--- src/program_control_pkg.sv ---
// Purpose: Shared constants for the program-controller register set
// Assumes: Register select codes are internal to the core
// Notes: Reset values of all control registers are zero
package program_control_pkg;
  localparam int ADDR_W = 24;
  localparam int PC_W = 21;
  localparam int PC_LO_W = 16;
  localparam int PC_HI_W = 5;
  localparam int PC_HI_LSB = 8;
  localparam int WORD_W = 16;
  localparam int FAST_STATUS_W = 13;
  localparam int CCR_W = 8;
  localparam int LOOP_STAT_W = 4;
  localparam int BYTE_W = 8;
  localparam int LONG_W = 32;
  localparam int ACC_W = 36;
  localparam int SEL_W = 4;
  localparam int FRAC_SHIFT = 1;

  // Register select codes
  localparam logic [SEL_W-1:0] SEL_PC = 4'h0;
  localparam logic [SEL_W-1:0] SEL_LOOP_END = 4'h1;
  localparam logic [SEL_W-1:0] SEL_OUTER_LOOP_END = 4'h2;
  localparam logic [SEL_W-1:0] SEL_STACK = 4'h3;
  localparam logic [SEL_W-1:0] SEL_FAST_RET = 4'h4;
  localparam logic [SEL_W-1:0] SEL_FAST_STATUS = 4'h5;
  localparam logic [SEL_W-1:0] SEL_MODE = 4'h6;
  localparam logic [SEL_W-1:0] SEL_STATUS = 4'h7;
  localparam logic [SEL_W-1:0] SEL_LOOP_CNT = 4'h8;
  localparam logic [SEL_W-1:0] SEL_OUTER_LOOP_CNT = 4'h9;

  localparam logic [1:0] STACK_DEPTH = 2'h2;
  localparam logic [1:0] STACK_ONE = 2'h1;
  localparam logic [PC_W-1:0] PC_STEP = 21'h000001;
  localparam logic [WORD_W-1:0] LC_STEP = 16'h0001;

  localparam logic [ADDR_W-1:0] ADDR_RESET = 24'h000000;
  localparam logic [WORD_W-1:0] WORD_RESET = 16'h0000;
  localparam logic [FAST_STATUS_W-1:0] FAST_STATUS_RESET = 13'h0000;
  localparam logic [ACC_W-1:0] ACC_RESET = 36'h0_0000_0000;

  // Two's-complement word and long limits, unsigned word limit
  localparam logic [WORD_W-1:0] SWORD_MIN = 16'h8000;
  localparam logic [WORD_W-1:0] SWORD_MAX = 16'h7FFF;
  localparam logic [WORD_W-1:0] UWORD_MAX = 16'hFFFF;
  localparam logic [LONG_W-1:0] SLONG_MIN = 32'h8000_0000;
  localparam logic [LONG_W-1:0] SLONG_MAX = 32'h7FFF_FFFF;

  typedef enum logic [1:0] {
    SIZE_BYTE,
    SIZE_WORD,
    SIZE_LONG
  } operand_size_e;
endpackage

--- src/program_control.sv ---
// Purpose: Program-controller registers and operand format unit
// Assumes: Core execution logic drives the event strobes
// Notes: All outputs registered; ce low freezes every flop
//
// What this block does
// - Program counter is a 16-bit register plus five status upper-byte bits.
// - 24-bit loop end register holds last word address of active loop.
// - Outer 24-bit loop end register keeps enclosing loop end address.
// - Hardware stack is a two-entry 24-bit LIFO behind one register.
// - Fast interrupt entry captures the 21-bit return address.
// - Fast interrupt entry captures condition codes, alignment, loop status.
// - 16-bit operating mode register configures core modes.
// - 16-bit status register holds flags, controls and PC upper bits.
// - 16-bit loop counter holds remaining iterations.
// - Outer 16-bit loop counter keeps enclosing loop count.
// - Integer 8/16/32-bit and fractional 16/32/36-bit operands supported.
// - Fraction binary point sits below the upper product word top bit.
// - Signed words span 8000..7FFF, signed longs from 8000_0000.
// - Unsigned values run from zero to all ones of their width.
// - Signed fractions are sign plus N-1 bits; long -1.0 is 80000000.
// - Word fraction is integer over 2^15, long over 2^31.
// - Accumulator needing extension bits overflows the upper word reading.
// - Instruction picks fractional multiply or integer long multiply.
`timescale 1ns/1ps
module program_control (
  input wire logic clk,
  input wire logic rst_b,
  input wire logic ce,
  input wire logic wr_en,
  input wire logic [3:0] wr_sel,
  input wire logic [23:0] wr_data,
  input wire logic rd_en,
  input wire logic [3:0] rd_sel,
  output logic [23:0] rd_data,
  input wire logic pc_inc,
  input wire logic pc_load,
  input wire logic [20:0] pc_target,
  output logic [20:0] program_counter,
  output logic [15:0] operating_mode,
  input wire logic fast_entry,
  input wire logic align_state,
  input wire logic [3:0] loop_status,
  input wire logic loop_start,
  input wire logic [23:0] loop_end_in,
  input wire logic [15:0] loop_count_in,
  input wire logic loop_iter,
  input wire logic loop_exit,
  input wire logic [15:0] mul_a,
  input wire logic [15:0] mul_b,
  input wire logic mul_frac,
  output logic [35:0] product,
  input wire logic [35:0] acc_in,
  output logic [15:0] upper_word,
  output logic upper_ovf,
  input wire logic [31:0] ext_in,
  input wire logic [1:0] ext_size,
  input wire logic ext_signed,
  output logic [35:0] ext_out
);
  localparam int AW = program_control_pkg::ADDR_W;
  localparam int PW = program_control_pkg::PC_W;
  localparam int LW = program_control_pkg::PC_LO_W;
  localparam int HW = program_control_pkg::PC_HI_W;
  localparam int HL = program_control_pkg::PC_HI_LSB;
  localparam int WW = program_control_pkg::WORD_W;
  localparam int FW = program_control_pkg::FAST_STATUS_W;
  localparam int CW = program_control_pkg::CCR_W;
  localparam int BW = program_control_pkg::BYTE_W;
  localparam int GW = program_control_pkg::LONG_W;
  localparam int XW = program_control_pkg::ACC_W;

  // ----------------------------------------------------------------
  // Control registers
  // ----------------------------------------------------------------
  logic [LW-1:0] pc_low_reg, pc_low_next;
  logic [WW-1:0] status_reg, status_next;
  logic [WW-1:0] mode_reg, mode_next;
  logic [AW-1:0] loop_end_reg, loop_end_next;
  logic [AW-1:0] outer_end_reg, outer_end_next;
  logic [WW-1:0] loop_cnt_reg, loop_cnt_next;
  logic [WW-1:0] outer_cnt_reg, outer_cnt_next;
  logic [AW-1:0] stack0_reg, stack0_next;
  logic [AW-1:0] stack1_reg, stack1_next;
  logic [1:0] stack_cnt_reg, stack_cnt_next;
  logic [PW-1:0] fast_ret_reg, fast_ret_next;
  logic [FW-1:0] fast_stat_reg, fast_stat_next;
  logic [AW-1:0] rd_data_next;
  logic [PW-1:0] pc_full;
  logic [PW-1:0] pc_new;

  assign pc_full = {status_reg[HL +: HW], pc_low_reg};

  always_comb begin
    pc_low_next = pc_low_reg;
    status_next = status_reg;
    mode_next = mode_reg;
    loop_end_next = loop_end_reg;
    outer_end_next = outer_end_reg;
    loop_cnt_next = loop_cnt_reg;
    outer_cnt_next = outer_cnt_reg;
    stack0_next = stack0_reg;
    stack1_next = stack1_reg;
    stack_cnt_next = stack_cnt_reg;
    fast_ret_next = fast_ret_reg;
    fast_stat_next = fast_stat_reg;
    rd_data_next = rd_data;
    pc_new = pc_full;

    // Sequencing events from the execution unit
    if (pc_load) begin
      pc_new = pc_target;
    end else if (pc_inc) begin
      pc_new = pc_full + program_control_pkg::PC_STEP;
    end
    pc_low_next = pc_new[LW-1:0];
    status_next[HL +: HW] = pc_new[PW-1:LW];

    if (fast_entry) begin
      fast_ret_next = pc_full;
      fast_stat_next = {align_state, loop_status,
                        status_reg[CW-1:0]};
    end

    if (loop_start) begin
      outer_end_next = loop_end_reg;
      outer_cnt_next = loop_cnt_reg;
      loop_end_next = loop_end_in;
      loop_cnt_next = loop_count_in;
    end else if (loop_exit) begin
      loop_end_next = outer_end_reg;
      loop_cnt_next = outer_cnt_reg;
    end else if (loop_iter) begin
      loop_cnt_next = loop_cnt_reg - program_control_pkg::LC_STEP;
    end

    // Reads; a read of the stack port pops the top entry
    if (rd_en) begin
      case (rd_sel)
        program_control_pkg::SEL_PC:
          rd_data_next = {{(AW-PW){1'b0}}, pc_full};
        program_control_pkg::SEL_LOOP_END: rd_data_next = loop_end_reg;
        program_control_pkg::SEL_OUTER_LOOP_END:
          rd_data_next = outer_end_reg;
        program_control_pkg::SEL_STACK: begin
          rd_data_next = stack0_reg;
          if (stack_cnt_reg != 2'h0) begin
            stack0_next = stack1_reg;
            stack_cnt_next = stack_cnt_reg - program_control_pkg::STACK_ONE;
          end
        end
        program_control_pkg::SEL_FAST_RET:
          rd_data_next = {{(AW-PW){1'b0}}, fast_ret_reg};
        program_control_pkg::SEL_FAST_STATUS:
          rd_data_next = {{(AW-FW){1'b0}}, fast_stat_reg};
        program_control_pkg::SEL_MODE:
          rd_data_next = {{(AW-WW){1'b0}}, mode_reg};
        program_control_pkg::SEL_STATUS:
          rd_data_next = {{(AW-WW){1'b0}}, status_reg};
        program_control_pkg::SEL_LOOP_CNT:
          rd_data_next = {{(AW-WW){1'b0}}, loop_cnt_reg};
        program_control_pkg::SEL_OUTER_LOOP_CNT:
          rd_data_next = {{(AW-WW){1'b0}}, outer_cnt_reg};
        default: rd_data_next = program_control_pkg::ADDR_RESET;
      endcase
    end

    // Writes take priority over same-cycle events on their target
    if (wr_en) begin
      case (wr_sel)
        program_control_pkg::SEL_PC: begin
          pc_low_next = wr_data[LW-1:0];
          status_next[HL +: HW] = wr_data[PW-1:LW];
        end
        program_control_pkg::SEL_LOOP_END: loop_end_next = wr_data;
        program_control_pkg::SEL_OUTER_LOOP_END: outer_end_next = wr_data;
        program_control_pkg::SEL_STACK: begin
          stack1_next = stack0_next;
          stack0_next = wr_data;
          if (stack_cnt_next != program_control_pkg::STACK_DEPTH) begin
            stack_cnt_next = stack_cnt_next + program_control_pkg::STACK_ONE;
          end
        end
        program_control_pkg::SEL_FAST_RET:
          fast_ret_next = wr_data[PW-1:0];
        program_control_pkg::SEL_FAST_STATUS:
          fast_stat_next = wr_data[FW-1:0];
        program_control_pkg::SEL_MODE: mode_next = wr_data[WW-1:0];
        program_control_pkg::SEL_STATUS:
          status_next = wr_data[WW-1:0];
        program_control_pkg::SEL_LOOP_CNT: loop_cnt_next = wr_data[WW-1:0];
        program_control_pkg::SEL_OUTER_LOOP_CNT:
          outer_cnt_next = wr_data[WW-1:0];
        default: ;
      endcase
    end
  end

  always_ff @(posedge clk or negedge rst_b) begin
    if (!rst_b) begin
      pc_low_reg <= program_control_pkg::WORD_RESET;
      status_reg <= program_control_pkg::WORD_RESET;
      mode_reg <= program_control_pkg::WORD_RESET;
      loop_end_reg <= program_control_pkg::ADDR_RESET;
      outer_end_reg <= program_control_pkg::ADDR_RESET;
      loop_cnt_reg <= program_control_pkg::WORD_RESET;
      outer_cnt_reg <= program_control_pkg::WORD_RESET;
      stack0_reg <= program_control_pkg::ADDR_RESET;
      stack1_reg <= program_control_pkg::ADDR_RESET;
      stack_cnt_reg <= 2'h0;
      fast_ret_reg <= {PW{1'b0}};
      fast_stat_reg <= program_control_pkg::FAST_STATUS_RESET;
      rd_data <= program_control_pkg::ADDR_RESET;
      program_counter <= {PW{1'b0}};
      operating_mode <= program_control_pkg::WORD_RESET;
    end else if (ce) begin
      pc_low_reg <= pc_low_next;
      status_reg <= status_next;
      mode_reg <= mode_next;
      loop_end_reg <= loop_end_next;
      outer_end_reg <= outer_end_next;
      loop_cnt_reg <= loop_cnt_next;
      outer_cnt_reg <= outer_cnt_next;
      stack0_reg <= stack0_next;
      stack1_reg <= stack1_next;
      stack_cnt_reg <= stack_cnt_next;
      fast_ret_reg <= fast_ret_next;
      fast_stat_reg <= fast_stat_next;
      rd_data <= rd_data_next;
      program_counter <= {status_next[HL +: HW], pc_low_next};
      operating_mode <= mode_next;
    end
  end

  // ----------------------------------------------------------------
  // Operand format unit
  // ----------------------------------------------------------------
  logic signed [GW-1:0] mul_raw;
  logic [XW-1:0] mul_ext;
  logic [XW-1:0] product_next;
  logic [XW-GW:0] acc_top;
  logic ovf_next;
  logic [WW-1:0] upper_next;
  logic [XW-1:0] ext_next;
  logic fill;

  assign mul_raw = $signed(mul_a) * $signed(mul_b);
  assign mul_ext = {{(XW-GW){mul_raw[GW-1]}}, mul_raw};
  assign acc_top = acc_in[XW-1:GW-1];

  always_comb begin
    // Fraction: shift aligns binary point below the upper word MSB
    if (mul_frac) begin
      product_next = mul_ext << program_control_pkg::FRAC_SHIFT;
    end else begin
      product_next = mul_ext;
    end

    // Upper word integer reading saturates when extension is in use
    ovf_next = !((&acc_top) || !(|acc_top));
    if (ovf_next) begin
      upper_next = acc_in[XW-1] ? program_control_pkg::SWORD_MIN
                                : program_control_pkg::SWORD_MAX;
    end else begin
      upper_next = acc_in[GW-1:GW-WW];
    end

    // Sign or zero extension to accumulator width
    fill = 1'b0;
    ext_next = program_control_pkg::ACC_RESET;
    case (program_control_pkg::operand_size_e'(ext_size))
      program_control_pkg::SIZE_BYTE: begin
        fill = ext_signed & ext_in[BW-1];
        ext_next = {{(XW-BW){fill}}, ext_in[BW-1:0]};
      end
      program_control_pkg::SIZE_WORD: begin
        fill = ext_signed & ext_in[WW-1];
        ext_next = {{(XW-WW){fill}}, ext_in[WW-1:0]};
      end
      program_control_pkg::SIZE_LONG: begin
        fill = ext_signed & ext_in[GW-1];
        ext_next = {{(XW-GW){fill}}, ext_in};
      end
      default: begin
        fill = 1'b0;
        ext_next = program_control_pkg::ACC_RESET;
      end
    endcase
  end

  always_ff @(posedge clk or negedge rst_b) begin
    if (!rst_b) begin
      product <= program_control_pkg::ACC_RESET;
      upper_word <= program_control_pkg::WORD_RESET;
      upper_ovf <= 1'b0;
      ext_out <= program_control_pkg::ACC_RESET;
    end else if (ce) begin
      product <= product_next;
      upper_word <= upper_next;
      upper_ovf <= ovf_next;
      ext_out <= ext_next;
    end
  end
endmodule

--- config.mk ---
export PLATFORM = sky130hd
export DESIGN_NAME = program_control
export DESIGN_NICKNAME = d
export VERILOG_FILES = /design/src/program_control_pkg.sv /design/src/program_control.sv
export SDC_FILE = /design/constraint.sdc
export NUM_CORES = 2
export LEC_CHECK = 0
export BUFFER_PORTS_ARGS = -buffer_cell sky130_fd_sc_hd__buf_4
export CAP_MARGIN = 10
export CELL_PAD_IN_SITES_DETAIL_PLACEMENT = 1
export CELL_PAD_IN_SITES_GLOBAL_PLACEMENT = 1
export CORE_AREA = 2 2 299 301
export CTS_BUF_LIST = sky130_fd_sc_hd__clkbuf_4
export DETAILED_ROUTE_END_ITERATION = 10
export DIE_AREA = 0 0 301 303
export GPL_TIMING_DRIVEN = 0
export PLACE_DENSITY_LB_ADDON = 0.1
export SETUP_SLACK_MARGIN = 0.02
export SYNTH_ARGS = -nofsm -noshare
export SYNTH_HDL_FRONTEND = slang
export SYNTH_SLANG_ARGS = --single-unit
--- constraint.sdc ---
create_clock -name clk -period 4.3 [get_ports clk]
set_input_delay 0.215 -clock clk [delete_from_list [all_inputs] [get_ports clk]]
set_output_delay 0.215 -clock clk [all_outputs]
set_load 0.01 [all_outputs]
==> impl_metrics.ini <==
[worst_setup_path]
required_ns = 4.98
cpPeakStageDelay_ns = 0.57
path_class = in -> reg
cp.arrival_ns = 5.90
start_kind = primary input
end_kind = flop
crit_fanout = 7
r2r_setup_slack_ns = 0.51
crit_top_cell = fa_1
crit_slowest_cell = fa_2

[floorplan]
core.rowCount = 109
initial_core_util_pct = 29.7
core_um2 = 88000
die_area_um2 = 91200
die_x_um = 301
die_y_um = 303
num_io_pins = 363

[timing]
hold_violations = 0
hold_slack_ns = 0.0842
drv_slew = 0
tightest_slew_ns = 1.21
fmax_mhz = 191
clock-skew-final_ns = 0.0837
setup_viol = 23
setup_slack_ns = -0.927
period_share_pct = 122
tns_ns = -14.34
post-route-min-period_ns = 5.23
max_slew_margin_pct = 19.1
rsz0062_at_grt = true

[grt]
grt_max_degree = 97
grt_use_total_pct = 27.9
grt_antenna_before_repair = 7
grt_pass1_wl_mm = 186
grt_pass1_vias = 28300
grt_overflow = 0

[synthesis]
synthesis.nets = 3458
synthAdderAreaFrac_pct = 24.1
yosysTopAreaCell = dfrtp_1
netlist_area_um2 = 26200
synthArstFlopShare_pct = 100
yosys.area_share.simple_pct = 13.3
synth_compound_area_share_pct = 18.2
synth_top_area_share_pct = 30.5
synthMuxAreaShare_pct = 3.93
synth_warnings = 0
avgSynthCellArea_um2 = 9.03
synth_top_family_by_area = adder cells
synth-xor-area-share_pct = 2.04
ys_seq_area_share_pct = 30.5
ys_types = 64
yosys_most_used_dff = dfrtp_1
synth_edf_count = 0
netlist_instances = 2898
synth-seq-cells = 319
synth_area_leaders = dfrtp_1 (31%), fa_1 (20%), a21oi_1 (6.2%), inv_1 (4.8%), ha_1 (4.1%)

[run]
drv_cap = 0

[detailed_routing]
wl_met2_mm = 63.7
route.detailed.drc = 0
vias = 25700
firstDrtPassIters = 8
drtIter0Drc = 1859
dr.max_layer_used = met5
met3_length_mm = 6.77
vias_per_cell = 5.30
wl_per_cell_um = 26.5
drt_wl_total_mm = 128
wl_met1_mm = 52.1
ant_nets = 0

[min_path]
hp-class = in -> reg

[finish]
fillers = 10200
reg_top3 = ext_out x33, product x33
nNetsFinal = 4174
post-route-util_pct = 40.7
fin_cells = 4851
drive_gt1_share_pct = 23.4
multi_input_area_um2 = 17100
syn2layout_area_growth_pct = 36.9
seqCellArea_um2 = 7980

[place]
hpwl_mm = 98.1
globalplace.congestion = 0.940
dpl.cell_count = 4390
port_buffers = 321
post-place-ws_ns = -2.46

[pwr]
power_density_nw_per_um2 = 1080
ir_drop_mv = 2.68
leakagePower_uw = 0.0163

[clock_tree]
ctsHtreeMaxLevel = 3
cts_root_buf = clkbuf_4
cts_tree = built
cts_buffers = 97
clkLatencyLatePin_ns = 0.91
clk_pin_slew_ns = 0.07
cts.path.max_buffers = 3
cts.sinks = 319

[run_status]
outcome = finished with violations
violations = setup timing
worst max-delay path: cells and delay by family:
| kind | cells | cell delay, ns |
|---|---|---|
| AOI/OAI and AO/OA | 7 | 1.14 |
| xor gates and xnor gates | 1 | 0.31 |
| adders and majority gates | 7 | 3.25 |
| buffers and inverters | 10 | 0.94 |
| and+or+nand+nor | 1 | 0.04 |
stage by stage:
stage | cell area (µm²) | total power [µW]
2_1_floorplan | 26700 | 20000
3_3_place_gp | 30500 | 26000
3_5_place_dp | 30700 | 26400
4_1_cts | 34800 | 34200
5_1_grt | 35800 | 41900
6_report | 35800 | 38700
report_power, final:
group	leakage (µW)	switching (µW)	total, µW	internal, µW
combinational	0.0118	16800	31200	14500
clock	0.000705	1530	3040	1510
sequential	0.00381	742	4430	3690
area by class of cell:
cell class | instances | share of cell area, %
plain buffers | 206 | 3.69
repair buffers | 618 | 15.4
inverters | 335 | 3.52
well taps | 1165 | 4.07
clock buffers | 136 | 2.85
clock inverters | 31 | 0.451
multi-input cells | 2037 | 47.7
diodes | 4 | 0.0279
flip-flops and latches | 319 | 22.3
cell usage after synthesis (all sizes together), types with 26 or more instances:
library cell,instances
clkbuf,173
a31oi,27
buf,34
a22oi,26
o21ai,112
mux2,61
dfrtp,319
xnor2,48
a221oi,27
o211ai,26
nand3,26
inv,334
a22o,44
and2,127
a21oi,323
mux2i,34
nand2,248
fa,262
ha,85
nor2,255
o22ai,101
final timing paths:
check,start,to,cells after the start
min,loop_iter,loop_cnt_reg[2],8
min reg2reg,rd_data[10],rd_data[10],1
max,mul_a[7],product[32],26
min in group asynchronous,rst_b,mode_reg[9],4
max in group asynchronous,rst_b,upper_word[9],5
max reg2reg,program_counter[2],program_counter[19],11
kinds of logic after synthesis:
logic type / after synthesis
AO/OA/AOI/OAI: 776
AND/OR/NAND/NOR: 758
buffers and inverters: 542
adder cells (fa/ha/maj): 347
flip-flops: 319
multiplexers: 95
XOR/XNOR: 61
repair_timing:
action / 4_1_cts / 5_1_grt
pin swaps: 49 / 106
buffers inserted: 40 / 60
gates resized for setup: 147 / 129
hold buffers: 190 / 0
endpoints found under the setup margin: 23 / 25
hold endpoints to repair: 379 / 0
cloned: 0 / 3
cells in the final DEF, fill, tap and decap left out, types with 16 or more instances in the layout:
master,n
buf_6,28
dlygate4sd3_1,189
buf_4,392
nand2b_1,19
a22o_1,43
a31oi_1,21
mux2_2,61
fa_2,23
inv_1,312
o21ai_0,93
o22ai_1,100
clkbuf_4,139
o211ai_1,26
clkinv_1,24
a221oi_1,27
clkbuf_16,19
fa_1,239
a21oi_1,305
and2_1,115
mux2i_1,32
nor3_1,18
buf_1,22
nor2_1,251
dfrtp_1,319
xnor2_1,40
a22oi_1,26
ha_1,65
clkbuf_1,139
nand3_1,24
inv_2,22
nand2_1,235
o2bb2ai_1,16
a21o_1,21
layer usage:
| metal | GRT usage [%] | vias to the layer above |
|---|---|---|
| met4 | 12.5 | 6 |
| met2 | 48.3 | 872 |
| li1 | - | 11200 |
| met5 | 0 | - |
| met3 | 3.99 | 288 |
| met1 | 34.4 | 13300 |
(Power assumes the default switching activity.)
